==> src/shared/mpp_pkg.sv <==
// constants, modes and register selects for the multimode parallel ports
package mpp_pkg;
  localparam int PORT_W    = 8;
  localparam int SERIAL_PORT_LATCH_W   = 6;
  localparam int CS_W      = 4;
  localparam int ADDR_W    = 16;
  localparam int SEL_W     = 4;
  localparam int CNT_W     = 4;
  localparam int E_PHASE   = 2;
  localparam logic [PORT_W-1:0]  LATCH_RST = 8'h00;
  localparam logic [PORT_W-1:0]  DIR_RST   = 8'h00;
  localparam logic [SERIAL_PORT_LATCH_W-1:0] DIRD_RST  = 6'h00;
  localparam logic [ADDR_W-1:0]  ADDR_RST  = 16'h0000;

  typedef enum logic [1:0] {
    MODE_BOOT   = 2'h0,
    MODE_TEST   = 2'h1,
    MODE_SINGLE = 2'h2,
    MODE_EXPAND = 2'h3
  } mpp_mode_e;

  typedef enum logic [SEL_W-1:0] {
    SEL_A_DATA = 4'h0,
    SEL_A_DIR  = 4'h1,
    SEL_B_DATA = 4'h2,
    SEL_C_DATA = 4'h3,
    SEL_C_DIR  = 4'h4,
    SEL_D_DATA = 4'h5,
    SEL_D_DIR  = 4'h6,
    SEL_E_DATA = 4'h7,
    SEL_F_DATA = 4'h8,
    SEL_G_DATA = 4'h9,
    SEL_G_DIR  = 4'hA
  } mpp_sel_e;

  typedef enum logic [1:0] {
    ST_IDLE  = 2'h0,
    ST_ELOW  = 2'h1,
    ST_EHIGH = 2'h3
  } mpp_bus_st_e;
endpackage : mpp_pkg

==> src/shared/mpp_bus_if.sv <==
// link between the port top and the external bus cycle sequencer
`timescale 1ns/1ns
interface mpp_bus_if;
  import mpp_pkg::*;
  logic              req;
  logic              write;
  logic [ADDR_W-1:0] addr;
  logic [PORT_W-1:0] wdata;
  logic [PORT_W-1:0] pinData;
  logic              enable;
  logic              ready;
  logic              done;
  logic [PORT_W-1:0] rdata;
  logic              eClk;
  logic              rw;
  logic              dataOe;
  logic [PORT_W-1:0] ddata;
  logic [ADDR_W-1:0] addrOut;
  modport core (output req, write, addr, wdata, pinData, enable,
                input ready, done, rdata, eClk, rw, dataOe, ddata, addrOut);
  modport seq  (input req, write, addr, wdata, pinData, enable,
                output ready, done, rdata, eClk, rw, dataOe, ddata, addrOut);
endinterface : mpp_bus_if

==> src/verilog/mpp_pad.sv <==
// per-port pad logic: driver source, enables, open-drain and read-back
`timescale 1ns/1ns
module mpp_pad
  import mpp_pkg::*;
#(
  parameter int W = 8
)(
  input  wire logic [W-1:0] latch,
  input  wire logic [W-1:0] dir,
  input  wire logic [W-1:0] altOwn,
  input  wire logic [W-1:0] altVal,
  input  wire logic [W-1:0] altDrive,
  input  wire logic         openDrain,
  input  wire logic [W-1:0] pin,
  output logic      [W-1:0] outVal,
  output logic      [W-1:0] oeN,
  output logic      [W-1:0] readVal
);
  logic [W-1:0] drv;
  logic [W-1:0] en;

  always_comb
  begin
    drv     = (altOwn & altVal) | (~altOwn & latch);
    en      = (altOwn & altDrive) | (~altOwn & dir);
    // high-side off: a one floats, a zero pulls low
    oeN     = ~(en & ~({W{openDrain}} & drv));
    outVal  = drv & ~{W{openDrain}};
    readVal = (en & drv) | (~en & pin);
  end
endmodule : mpp_pad

==> src/verilog/mpp_ext_bus.sv <==
// external bus cycle sequencer: e clock phases, read/write line, data capture
`timescale 1ns/1ns
module mpp_ext_bus
  import mpp_pkg::*;
#(
  parameter int PHASE = E_PHASE
)(
  input  wire logic core_clk,
  input  wire logic arst_n,
  mpp_bus_if.seq    bus
);
  mpp_bus_st_e       state_r, state_nxt;
  logic [CNT_W-1:0]  cnt_r, cnt_nxt;
  logic              pend_r, pend_nxt;
  logic              pendWr_r, pendWr_nxt;
  logic [ADDR_W-1:0] pendAddr_r, pendAddr_nxt;
  logic [PORT_W-1:0] pendData_r, pendData_nxt;
  logic              wr_r, wr_nxt;
  logic [ADDR_W-1:0] addr_r, addr_nxt;
  logic [PORT_W-1:0] data_r, data_nxt;
  logic [PORT_W-1:0] rdata_r, rdata_nxt;
  logic              e_r, e_nxt;
  logic              rw_r, rw_nxt;
  logic              done_r, done_nxt;
  logic              last;

  always_comb
  begin
    state_nxt    = state_r;
    cnt_nxt      = cnt_r;
    pend_nxt     = pend_r;
    pendWr_nxt   = pendWr_r;
    pendAddr_nxt = pendAddr_r;
    pendData_nxt = pendData_r;
    wr_nxt       = wr_r;
    addr_nxt     = addr_r;
    data_nxt     = data_r;
    rdata_nxt    = rdata_r;
    e_nxt        = e_r;
    rw_nxt       = rw_r;
    done_nxt     = 1'b0;
    last         = (cnt_r == CNT_W'(PHASE - 1));
    if (bus.req && !pend_r && bus.enable)
    begin
      pend_nxt     = 1'b1;
      pendWr_nxt   = bus.write;
      pendAddr_nxt = bus.addr;
      pendData_nxt = bus.wdata;
    end
    case (state_r)
      ST_IDLE:
      begin
        rw_nxt = 1'b1;
        e_nxt  = 1'b0;
        if (pend_r)
        begin
          pend_nxt  = 1'b0;
          wr_nxt    = pendWr_r;
          addr_nxt  = pendAddr_r;
          data_nxt  = pendData_r;
          rw_nxt    = ~pendWr_r;
          cnt_nxt   = '0;
          state_nxt = ST_ELOW;
        end
      end
      ST_ELOW:
      begin
        cnt_nxt = cnt_r + CNT_W'(1);
        if (last)
        begin
          cnt_nxt   = '0;
          e_nxt     = 1'b1;
          state_nxt = ST_EHIGH;
        end
      end
      ST_EHIGH:
      begin
        cnt_nxt = cnt_r + CNT_W'(1);
        if (last)
        begin
          cnt_nxt  = '0;
          e_nxt    = 1'b0;
          done_nxt = 1'b1;
          if (!wr_r)
            rdata_nxt = bus.pinData;
          if (pend_r)
          begin
            // next cycle starts at once; a write after a write keeps the line low
            pend_nxt  = 1'b0;
            wr_nxt    = pendWr_r;
            addr_nxt  = pendAddr_r;
            data_nxt  = pendData_r;
            rw_nxt    = ~pendWr_r;
            state_nxt = ST_ELOW;
          end
          else
          begin
            rw_nxt    = 1'b1;
            state_nxt = ST_IDLE;
          end
        end
      end
      default:
      begin
        state_nxt = ST_IDLE;
        rw_nxt    = 1'b1;
        e_nxt     = 1'b0;
      end
    endcase
  end

  always_ff @(posedge core_clk or negedge arst_n)
  begin
    if (!arst_n)
    begin
      state_r    <= ST_IDLE;
      cnt_r      <= '0;
      pend_r     <= 1'b0;
      pendWr_r   <= 1'b0;
      pendAddr_r <= ADDR_RST;
      pendData_r <= LATCH_RST;
      wr_r       <= 1'b0;
      addr_r     <= ADDR_RST;
      data_r     <= LATCH_RST;
      rdata_r    <= LATCH_RST;
      e_r        <= 1'b0;
      rw_r       <= 1'b1;
      done_r     <= 1'b0;
    end
    else
    begin
      state_r    <= state_nxt;
      cnt_r      <= cnt_nxt;
      pend_r     <= pend_nxt;
      pendWr_r   <= pendWr_nxt;
      pendAddr_r <= pendAddr_nxt;
      pendData_r <= pendData_nxt;
      wr_r       <= wr_nxt;
      addr_r     <= addr_nxt;
      data_r     <= data_nxt;
      rdata_r    <= rdata_nxt;
      e_r        <= e_nxt;
      rw_r       <= rw_nxt;
      done_r     <= done_nxt;
    end
  end

  assign bus.ready   = ~pend_r;
  assign bus.done    = done_r;
  assign bus.rdata   = rdata_r;
  assign bus.eClk    = e_r;
  assign bus.rw      = rw_r;
  assign bus.dataOe  = ~rw_r;
  assign bus.ddata   = data_r;
  assign bus.addrOut = addr_r;
endmodule : mpp_ext_bus

==> src/verilog/mpp_ports.sv <==
// top of the multimode parallel ports: latches, directions, pin ownership
// How it works
// - in expanded and test modes read/write line stays high through each read cycle.
// - read/write stays low across back-to-back external write cycles.
// - fifty-four pins: six eight-bit ports and one six-bit port.
// - ports A, C, D, G bidirectional; B, F output only; E input only.
// - B, C, F are I/O only in single-chip and boot; else address and data.
// - bidirectional read returns pin for inputs, driver input for outputs.
// - port A writes latch always, drive outputs only, not timer-owned pins.
// - after reset all port A pins are high-impedance inputs.
// - with its timer function off, a port A pin follows its direction bit.
// - on the first clock after reset release the A, C, D and G data latches take the port's logic levels.
// - reading B and F returns the data latch, in every mode.
// - B and F writes latch in every mode, drive pins in single-chip or boot.
// - port C inputs after reset in single-chip and boot, data bus otherwise.
// - port C open-drain: zero pulls low, one floats.
// - port C open-drain only in single-chip or boot mode.
// - port D shared with serial and SPI; latch drives only general outputs.
// - port D open-drain select works in every mode.
// - four chip selects replace general use of port G bits 7 to 4.
// - port G open-drain select works in every mode.
`timescale 1ns/1ns
module mpp_ports
  import mpp_pkg::*;
#(
  parameter int PHASE = E_PHASE
)(
  input  wire logic                core_clk,
  input  wire logic                arst_n,
  input  wire logic                modeSelectPinLow,
  input  wire logic                modeSelectPinHigh,
  input  wire logic                regWrEn,
  input  wire logic                regRdEn,
  input  wire logic [SEL_W-1:0]    regSel,
  input  wire logic [PORT_W-1:0]   regWrData,
  output logic      [PORT_W-1:0]   regRdData,
  output logic                     regRdValid,
  input  wire logic                busReq,
  input  wire logic                busWrite,
  input  wire logic [ADDR_W-1:0]   busAddr,
  input  wire logic [PORT_W-1:0]   busWrData,
  output logic                     busReady,
  output logic                     busDone,
  output logic      [PORT_W-1:0]   busRdData,
  input  wire logic [PORT_W-1:0]   timerOcOwn,
  input  wire logic [PORT_W-1:0]   timerOcVal,
  input  wire logic [SERIAL_PORT_LATCH_W-1:0]  serialOwn,
  input  wire logic [SERIAL_PORT_LATCH_W-1:0]  serialVal,
  input  wire logic [SERIAL_PORT_LATCH_W-1:0]  serialDrive,
  input  wire logic                dOpenDrainSelect,
  input  wire logic [CS_W-1:0]     chipSelectEn,
  input  wire logic [CS_W-1:0]     chipSelectVal,
  input  wire logic                cOpenDrainSelect,
  input  wire logic                gOpenDrainSelect,
  input  wire logic [PORT_W-1:0]   portAIn,
  input  wire logic [PORT_W-1:0]   portCIn,
  input  wire logic [SERIAL_PORT_LATCH_W-1:0]  portDIn,
  input  wire logic [PORT_W-1:0]   analogInputPort,
  input  wire logic [PORT_W-1:0]   portGIn,
  output logic      [PORT_W-1:0]   portAOut,
  output logic      [PORT_W-1:0]   portAOeN,
  output logic      [PORT_W-1:0]   portBOut,
  output logic      [PORT_W-1:0]   portCOut,
  output logic      [PORT_W-1:0]   portCOeN,
  output logic      [SERIAL_PORT_LATCH_W-1:0]  portDOut,
  output logic      [SERIAL_PORT_LATCH_W-1:0]  portDOeN,
  output logic      [PORT_W-1:0]   portFOut,
  output logic      [PORT_W-1:0]   portGOut,
  output logic      [PORT_W-1:0]   portGOeN,
  output logic                     eClkPin,
  output logic                     rwPin,
  output logic      [1:0]          opMode
);
  mpp_bus_if busIf();

  // mode and start-up capture
  logic               started_r, started_nxt;
  mpp_mode_e          mode_r, mode_nxt;
  logic               expanded;
  // data latches and direction registers
  logic [PORT_W-1:0]  firstPortLatch_r, firstPortLatch_nxt;
  logic [PORT_W-1:0]  firstPortDirection_r, firstPortDirection_nxt;
  logic [PORT_W-1:0]  highAddressPortLatch_r, highAddressPortLatch_nxt;
  logic [PORT_W-1:0]  dataBusPortLatch_r, dataBusPortLatch_nxt;
  logic [PORT_W-1:0]  dataBusPortDirection_r, dataBusPortDirection_nxt;
  logic [SERIAL_PORT_LATCH_W-1:0] serialPortLatch_r, serialPortLatch_nxt;
  logic [SERIAL_PORT_LATCH_W-1:0] serialPortDirection_r, serialPortDirection_nxt;
  logic [PORT_W-1:0]  lowAddressPortLatch_r, lowAddressPortLatch_nxt;
  logic [PORT_W-1:0]  chipSelectPortLatch_r, chipSelectPortLatch_nxt;
  logic [PORT_W-1:0]  chipSelectPortDirection_r, chipSelectPortDirection_nxt;
  // pad results
  logic [PORT_W-1:0]  aOut, aOeN, aRead;
  logic [PORT_W-1:0]  cOut, cOeN, cRead;
  logic [SERIAL_PORT_LATCH_W-1:0] dOut, dOeN, dRead;
  logic [PORT_W-1:0]  gOut, gOeN, gRead;
  logic [PORT_W-1:0]  cOwn, cDrive, gOwn, gVal, gDrive;
  logic               c_open_drain_select;
  // registered outputs
  logic [PORT_W-1:0]  rdData_r, rdData_nxt;
  logic               rdValid_r;
  logic [PORT_W-1:0]  aOut_r, aOeN_r, bOut_r, cOut_r, cOeN_r, fOut_r, gOut_r, gOeN_r;
  logic [SERIAL_PORT_LATCH_W-1:0] dOut_r, dOeN_r;
  logic [PORT_W-1:0]  bNxt, fNxt;
  logic               e_r, rw_r, rwNxt;
  logic               busReady_r, busDone_r;
  logic [PORT_W-1:0]  busRdData_r;

  function automatic logic isExpanded(input mpp_mode_e m);
    isExpanded = (m == MODE_EXPAND) || (m == MODE_TEST);
  endfunction : isExpanded

  // mode pins are caught on the first clock after reset release
  always_comb
  begin
    started_nxt = 1'b1;
    mode_nxt    = started_r ? mode_r : mpp_mode_e'({modeSelectPinHigh, modeSelectPinLow});
    expanded    = started_r && isExpanded(mode_r);
  end

  // register writes; the first clock also loads latches from the pins
  always_comb
  begin
    firstPortLatch_nxt          = firstPortLatch_r;
    firstPortDirection_nxt      = firstPortDirection_r;
    highAddressPortLatch_nxt    = highAddressPortLatch_r;
    dataBusPortLatch_nxt        = dataBusPortLatch_r;
    dataBusPortDirection_nxt    = dataBusPortDirection_r;
    serialPortLatch_nxt         = serialPortLatch_r;
    serialPortDirection_nxt     = serialPortDirection_r;
    lowAddressPortLatch_nxt     = lowAddressPortLatch_r;
    chipSelectPortLatch_nxt     = chipSelectPortLatch_r;
    chipSelectPortDirection_nxt = chipSelectPortDirection_r;
    if (!started_r)
    begin
      firstPortLatch_nxt      = portAIn;
      dataBusPortLatch_nxt    = portCIn;
      serialPortLatch_nxt     = portDIn;
      chipSelectPortLatch_nxt = portGIn;
    end
    else if (regWrEn)
    begin
      case (mpp_sel_e'(regSel))
        SEL_A_DATA: firstPortLatch_nxt          = regWrData;
        SEL_A_DIR:  firstPortDirection_nxt      = regWrData;
        SEL_B_DATA: highAddressPortLatch_nxt    = regWrData;
        SEL_C_DATA: dataBusPortLatch_nxt        = regWrData;
        SEL_C_DIR:  dataBusPortDirection_nxt    = regWrData;
        SEL_D_DATA: serialPortLatch_nxt         = regWrData[SERIAL_PORT_LATCH_W-1:0];
        SEL_D_DIR:  serialPortDirection_nxt     = regWrData[SERIAL_PORT_LATCH_W-1:0];
        SEL_F_DATA: lowAddressPortLatch_nxt     = regWrData;
        SEL_G_DATA: chipSelectPortLatch_nxt     = regWrData;
        SEL_G_DIR:  chipSelectPortDirection_nxt = regWrData;
        default:    firstPortLatch_nxt          = firstPortLatch_r; // port e and unused selects ignore writes
      endcase
    end
  end

  always_ff @(posedge core_clk or negedge arst_n)
  begin
    if (!arst_n)
    begin
      started_r                 <= 1'b0;
      mode_r                    <= MODE_SINGLE;
      firstPortLatch_r          <= LATCH_RST;
      firstPortDirection_r      <= DIR_RST;
      highAddressPortLatch_r    <= LATCH_RST;
      dataBusPortLatch_r        <= LATCH_RST;
      dataBusPortDirection_r    <= DIR_RST;
      serialPortLatch_r         <= DIRD_RST;
      serialPortDirection_r     <= DIRD_RST;
      lowAddressPortLatch_r     <= LATCH_RST;
      chipSelectPortLatch_r     <= LATCH_RST;
      chipSelectPortDirection_r <= DIR_RST;
    end
    else
    begin
      started_r                 <= started_nxt;
      mode_r                    <= mode_nxt;
      firstPortLatch_r          <= firstPortLatch_nxt;
      firstPortDirection_r      <= firstPortDirection_nxt;
      highAddressPortLatch_r    <= highAddressPortLatch_nxt;
      dataBusPortLatch_r        <= dataBusPortLatch_nxt;
      dataBusPortDirection_r    <= dataBusPortDirection_nxt;
      serialPortLatch_r         <= serialPortLatch_nxt;
      serialPortDirection_r     <= serialPortDirection_nxt;
      lowAddressPortLatch_r     <= lowAddressPortLatch_nxt;
      chipSelectPortLatch_r     <= chipSelectPortLatch_nxt;
      chipSelectPortDirection_r <= chipSelectPortDirection_nxt;
    end
  end

  // external bus sequencer, live only in expanded and test modes
  assign busIf.req     = busReq;
  assign busIf.write   = busWrite;
  assign busIf.addr    = busAddr;
  assign busIf.wdata   = busWrData;
  assign busIf.pinData = portCIn;
  assign busIf.enable  = expanded;

  mpp_ext_bus #(
    .PHASE (PHASE)
  ) u_ext_bus (
    .core_clk (core_clk),
    .arst_n   (arst_n),
    .bus      (busIf.seq)
  );

  // ownership of the shared pins
  always_comb
  begin
    cOwn   = {PORT_W{expanded}};
    cDrive = {PORT_W{busIf.dataOe}};
    c_open_drain_select   = cOpenDrainSelect && !expanded;
    gOwn   = {chipSelectEn, {(PORT_W - CS_W){1'b0}}};
    gVal   = {chipSelectVal, {(PORT_W - CS_W){1'b0}}};
    gDrive = gOwn;
  end

  mpp_pad #(
    .W (PORT_W)
  ) u_pad_a (
    .latch     (firstPortLatch_r),
    .dir       (firstPortDirection_r),
    .altOwn    (timerOcOwn),
    .altVal    (timerOcVal),
    .altDrive  (timerOcOwn),
    .openDrain (1'b0),
    .pin       (portAIn),
    .outVal    (aOut),
    .oeN       (aOeN),
    .readVal   (aRead)
  );

  mpp_pad #(
    .W (PORT_W)
  ) u_pad_c (
    .latch     (dataBusPortLatch_r),
    .dir       (dataBusPortDirection_r),
    .altOwn    (cOwn),
    .altVal    (busIf.ddata),
    .altDrive  (cDrive),
    .openDrain (c_open_drain_select),
    .pin       (portCIn),
    .outVal    (cOut),
    .oeN       (cOeN),
    .readVal   (cRead)
  );

  mpp_pad #(
    .W (SERIAL_PORT_LATCH_W)
  ) u_pad_d (
    .latch     (serialPortLatch_r),
    .dir       (serialPortDirection_r),
    .altOwn    (serialOwn),
    .altVal    (serialVal),
    .altDrive  (serialDrive),
    .openDrain (dOpenDrainSelect),
    .pin       (portDIn),
    .outVal    (dOut),
    .oeN       (dOeN),
    .readVal   (dRead)
  );

  mpp_pad #(
    .W (PORT_W)
  ) u_pad_g (
    .latch     (chipSelectPortLatch_r),
    .dir       (chipSelectPortDirection_r),
    .altOwn    (gOwn),
    .altVal    (gVal),
    .altDrive  (gDrive),
    .openDrain (gOpenDrainSelect),
    .pin       (portGIn),
    .outVal    (gOut),
    .oeN       (gOeN),
    .readVal   (gRead)
  );

  // read-back mux and pin output values
  always_comb
  begin
    rdData_nxt = rdData_r;
    if (regRdEn)
    begin
      case (mpp_sel_e'(regSel))
        SEL_A_DATA: rdData_nxt = aRead;
        SEL_A_DIR:  rdData_nxt = firstPortDirection_r;
        SEL_B_DATA: rdData_nxt = highAddressPortLatch_r;
        SEL_C_DATA: rdData_nxt = cRead;
        SEL_C_DIR:  rdData_nxt = dataBusPortDirection_r;
        SEL_D_DATA: rdData_nxt = {2'h0, dRead};
        SEL_D_DIR:  rdData_nxt = {2'h0, serialPortDirection_r};
        SEL_E_DATA: rdData_nxt = analogInputPort;
        SEL_F_DATA: rdData_nxt = lowAddressPortLatch_r;
        SEL_G_DATA: rdData_nxt = gRead;
        SEL_G_DIR:  rdData_nxt = chipSelectPortDirection_r;
        default:    rdData_nxt = 8'h00;
      endcase
    end
    bNxt  = expanded ? busIf.addrOut[ADDR_W-1:PORT_W] : highAddressPortLatch_r;
    fNxt  = expanded ? busIf.addrOut[PORT_W-1:0] : lowAddressPortLatch_r;
    rwNxt = expanded ? busIf.rw : 1'b1;
  end

  always_ff @(posedge core_clk or negedge arst_n)
  begin
    if (!arst_n)
    begin
      rdData_r    <= LATCH_RST;
      rdValid_r   <= 1'b0;
      aOut_r      <= LATCH_RST;
      aOeN_r      <= ~DIR_RST;
      bOut_r      <= LATCH_RST;
      cOut_r      <= LATCH_RST;
      cOeN_r      <= ~DIR_RST;
      dOut_r      <= DIRD_RST;
      dOeN_r      <= ~DIRD_RST;
      fOut_r      <= LATCH_RST;
      gOut_r      <= LATCH_RST;
      gOeN_r      <= ~DIR_RST;
      e_r         <= 1'b0;
      rw_r        <= 1'b1;
      busReady_r  <= 1'b0;
      busDone_r   <= 1'b0;
      busRdData_r <= LATCH_RST;
    end
    else
    begin
      rdData_r    <= rdData_nxt;
      rdValid_r   <= regRdEn;
      aOut_r      <= aOut;
      aOeN_r      <= aOeN;
      bOut_r      <= bNxt;
      cOut_r      <= cOut;
      cOeN_r      <= cOeN;
      dOut_r      <= dOut;
      dOeN_r      <= dOeN;
      fOut_r      <= fNxt;
      gOut_r      <= gOut;
      gOeN_r      <= gOeN;
      e_r         <= busIf.eClk;
      rw_r        <= rwNxt;
      busReady_r  <= busIf.ready && expanded;
      busDone_r   <= busIf.done;
      busRdData_r <= busIf.rdata;
    end
  end

  assign regRdData  = rdData_r;
  assign regRdValid = rdValid_r;
  assign busReady   = busReady_r;
  assign busDone    = busDone_r;
  assign busRdData  = busRdData_r;
  assign portAOut   = aOut_r;
  assign portAOeN   = aOeN_r;
  assign portBOut   = bOut_r;
  assign portCOut   = cOut_r;
  assign portCOeN   = cOeN_r;
  assign portDOut   = dOut_r;
  assign portDOeN   = dOeN_r;
  assign portFOut   = fOut_r;
  assign portGOut   = gOut_r;
  assign portGOeN   = gOeN_r;
  assign eClkPin    = e_r;
  assign rwPin      = rw_r;
  assign opMode     = mode_r;
endmodule : mpp_ports

==> config.mk <==
export PLATFORM = sky130hd
export DESIGN_NAME = mpp_ports
export DESIGN_NICKNAME = d
export VERILOG_FILES = /design/src/shared/mpp_pkg.sv /design/src/shared/mpp_bus_if.sv /design/src/verilog/mpp_pad.sv /design/src/verilog/mpp_ext_bus.sv /design/src/verilog/mpp_ports.sv
export SDC_FILE = /design/constraint.sdc
export NUM_CORES = 1
export LEC_CHECK = 0
export BUFFER_PORTS_ARGS = -buffer_cell sky130_fd_sc_hd__buf_4
export CORE_MARGIN = 10
export CORE_UTILIZATION = 57
export CTS_BUF_LIST = sky130_fd_sc_hd__clkbuf_2 sky130_fd_sc_hd__clkbuf_4 sky130_fd_sc_hd__clkbuf_8
export CTS_CLUSTER_DIAMETER = 50
export DETAILED_ROUTE_END_ITERATION = 6
export PLACE_DENSITY = 0.83
export SKIP_CTS_REPAIR_TIMING = 1
export SYNTH_ARGS = -nofsm -noshare
export SYNTH_HDL_FRONTEND = slang
export SYNTH_SLANG_ARGS = --single-unit
export TNS_END_PERCENT = 30
==> constraint.sdc <==
create_clock -name core_clk -period 2.7 [get_ports core_clk]
set_input_delay 0.135 -clock core_clk [delete_from_list [all_inputs] [get_ports core_clk]]
set_output_delay 0.135 -clock core_clk [all_outputs]
set_load 0.02 [all_outputs]
==> impl_metrics.json <==
{
  "outcome": "finished clean",
  "min_period_ps": 2220,
  "synth_xor_area_share_pct": 0,
  "wl_met2_mm": 16.7,
  "synth_flop_cell": "dfrtp_1",
  "antenna_found_initial": 3,
  "slew_headroom_pct": 51.8,
  "drive_gt1_share_pct": 35.7,
  "worst_clock_skew_ps": 13.7,
  "dp_hpwl_mm": 22.5,
  "pwr-share-clk_pct": 28.1,
  "antenna_left": 0,
  "synth_edf_count": 0,
  "arrival_ps": 2640,
  "switching_power_mw": 3.50,
  "comb_power_share_pct": 25.4,
  "ir_drop_v": 0.000541,
  "route.detailed.drc": 0,
  "track_usage_pct": 24.0,
  "tightest_slew_ps": 720,
  "clock-root-buffer": "clkbuf_8",
  "topRoutingLayerUsed": "met4",
  "wl_per_cell_um": 21.4,
  "clock_sinks": 244,
  "tns_ps": 0,
  "syn2layout_area_growth_pct": 36.1,
  "drt_iter0_markers": 631,
  "finalSetupViolations": 0,
  "final_area_um2": 14800,
  "htreeDepth": 2,
  "path_class": "flop to flop",
  "rsz0062_at_grt": "no",
  "io_buffers": 225,
  "synth-simple-area-share_pct": 12.2,
  "start_util_pct": 58.1,
  "period_share_pct": 82.3,
  "critPathLaunchType": "flop",
  "vias_per_cell": 5.72,
  "sw_frac_of_total_pct": 30.9,
  "synth_top_family_by_area": "multiplexers",
  "grt_pass1_vias": 8439,
  "end_kind": "flop",
  "fp-row-count": 50,
  "synth_compound_area_share_pct": 9.78,
  "yosys-mux-area-fraction_pct": 18.1,
  "cts_buffers": 39,
  "hp-class": "input pin to flop",
  "pwr-share-seq_pct": 46.5,
  "die_w_um": 158,
  "met3_length_mm": 2.65,
  "fp.dieArea_um2": 25000,
  "yosysSeqAreaShare_pct": 56.6,
  "clock_latency_ps": 540,
  "synthArstFlopShare_pct": 100,
  "grt_pass1_wl_mm": 46.9,
  "drt-met1-wl_mm": 13.4,
  "wl_mm": 33.6,
  "coreArea_um2": 18700,
  "maxSlewViolCount": 0,
  "p_int_mw": 7.81,
  "grt_max_degree": 84,
  "dr.pass1.iters": 5,
  "finalWeightedCongestion": 0.923,
  "dieHeight_um": 158,
  "vias": 8973,
  "grt_overflow": 0,
  "dp.cells": 1375,
  "avgSynthCellArea_um2": 11.4,
  "synthAdderAreaFrac_pct": 0.576,
  "cts_tree": "built",
  "synth.distinct_cells": 62,
  "fin_cells": 1569,
  "critical_path_required_ps": 3120,
  "synth-seq-cells": 244,
  "path_max_fanout": 16,
  "hold_violations": 0,
  "ys.warnings.count": 0,
  "postSynthCellCount": 950,
  "power_leakage_nw": 7.06,
  "clk_pin_slew_worst_paths_ps": 70,
  "power_density_nw_per_um2": 764,
  "nNetsFinal": 1437,
  "io_pins": 226,
  "synth.net_count": 1082,
  "syn_area_um2": 10900,
  "fmax_mhz": 450,
  "dpl-instance-area_um2": 12800,
  "fin_util_pct": 79.1,
  "max-cap-violations": 0,
  "cts.path.max_buffers": 3
}
cell families (layout without fill, tap and decap cells):
kind of cell,Yosys count,after routing
flops,244,244
compound gates,165,165
buf+inv,67,449
fa+ha+maj,5,5
mux,181,181
simple gates,287,287
other cells,1,4
per-stage QoR:
| stage | setup WS [ps] | hold WS, ps | total power, mW |
|---|---|---|---|
| 3_3_place_gp | 628 | 175 | 7.85 |
| 4_1_cts | 557 | -386 | 11.1 |
| 3_5_place_dp | 572 | 183 | 7.97 |
| 6_report | 479 | 4.11 | 11.3 |
| 5_1_grt | 420 | 1.83 | 11.9 |
| 2_1_floorplan | 750 | -161 | 6.77 |
final cells by class:
class | instances | area (µm²)
antenna | 3 | 7.51
inverter | 19 | 71.3
clock buffer | 62 | 747
sequential | 244 | 6150
clock inverter | 6 | 37.5
fill | 1116 | 3910
tap | 234 | 293
multi-input combinational | 639 | 4430
timing repair buffer | 362 | 3060
power groups by stage:
stage               clock network (mW)  logic, mW  registers, mW
floorplan                            0       1.41           5.36
global placement                     0       2.60           5.25
detailed placement                   0       2.69           5.28
CTS                               3.20       2.70           5.23
global route                      3.38       3.12           5.36
finish                            3.17       2.87           5.26
critical path, cell delays in order, from the launching register on:
cell	delay, ps
dfrtp_2	520
nand2_1	390
buf_4	320
nor3b_2	220
buf_4	270
mux2_2	380
synth_stat cells (2+ instances only):
cell,number,area (µm²)
dfrtp_1,211,5280
nand2_1,134,503
mux2_2,121,1360
nor2_1,76,285
mux2i_1,60,601
a21oi_1,47,235
o21ai_0,37,185
dfstp_2,33,867
clkbuf_1,23,86.3
inv_1,19,71.3
nor2b_1,18,113
a22oi_1,16,120
buf_2,16,80.1
a31oi_1,12,75.1
nand3b_1,12,90.1
a211oi_1,8,60.1
nor3b_1,7,52.6
nand3_1,6,30.0
o211ai_1,6,45.0
a22o_1,5,43.8
buf_1,5,18.8
ha_1,5,62.6
nand4_1,5,31.3
nor3_1,5,25.0
nand2b_1,4,25.0
a221o_1,3,30.0
buf_6,3,33.8
nor4_1,3,18.8
o22ai_1,3,18.8
o2bb2ai_1,3,26.3
a21boi_0,2,15.0
a21o_1,2,15.0
a221oi_2,2,30.0
a311oi_1,2,17.5
a32oi_1,2,17.5
and2_1,2,12.5
and3_1,2,12.5
nand2_2,2,12.5
nor4_4,2,42.5
o31ai_1,2,15.0
o32ai_1,2,17.5
or2_2,2,12.5
per-layer routing:
layer | vias up | track usage [%]
li1 | 4064 | -
met1 | 4447 | 31.0
met2 | 402 | 39.8
met3 | 60 | 5.45
met4 | 0 | 6.53
met5 | - | 0
worst paths after layout:
check	slack (ps)	start	depth (start not counted)	to
worst min-delay path	4	chipSelectVal[3]	4	portGOut[7]
worst max register to register	480	started_r	5	u_ext_bus.pendAddr_r[0]
min in group asynchronous	200	arst_n	2	chipSelectPortLatch_r[6]
max in group asynchronous	1660	arst_n	3	u_ext_bus.bus.rw
worst max-delay path	480	started_r	5	u_ext_bus.pendAddr_r[0]
worst min register to register	360	u_ext_bus.bus.done	0	busDone
placed cells by master, fill, tap and decap left out, drive strengths merged, types with 4 or more instances in the layout:
cell	synthesis	layout
a22oi	16	16
nor3b	8	8
dfstp	33	33
o21ai	38	38
inv	19	19
mux2	121	121
a21oi	47	47
nor2	77	77
ha	5	5
nor2b	18	18
a31oi	12	12
nand2b	4	4
clkbuf	23	62
o211ai	6	6
a211oi	8	8
nand3	6	6
nand2	136	136
a22o	5	5
buf	25	239
nand4	5	5
nor3	5	5
nor4	5	5
dlygate4sd3	0	123
mux2i	60	60
dfrtp	211	211
nand3b	12	12
(Power assumes the default switching activity.)
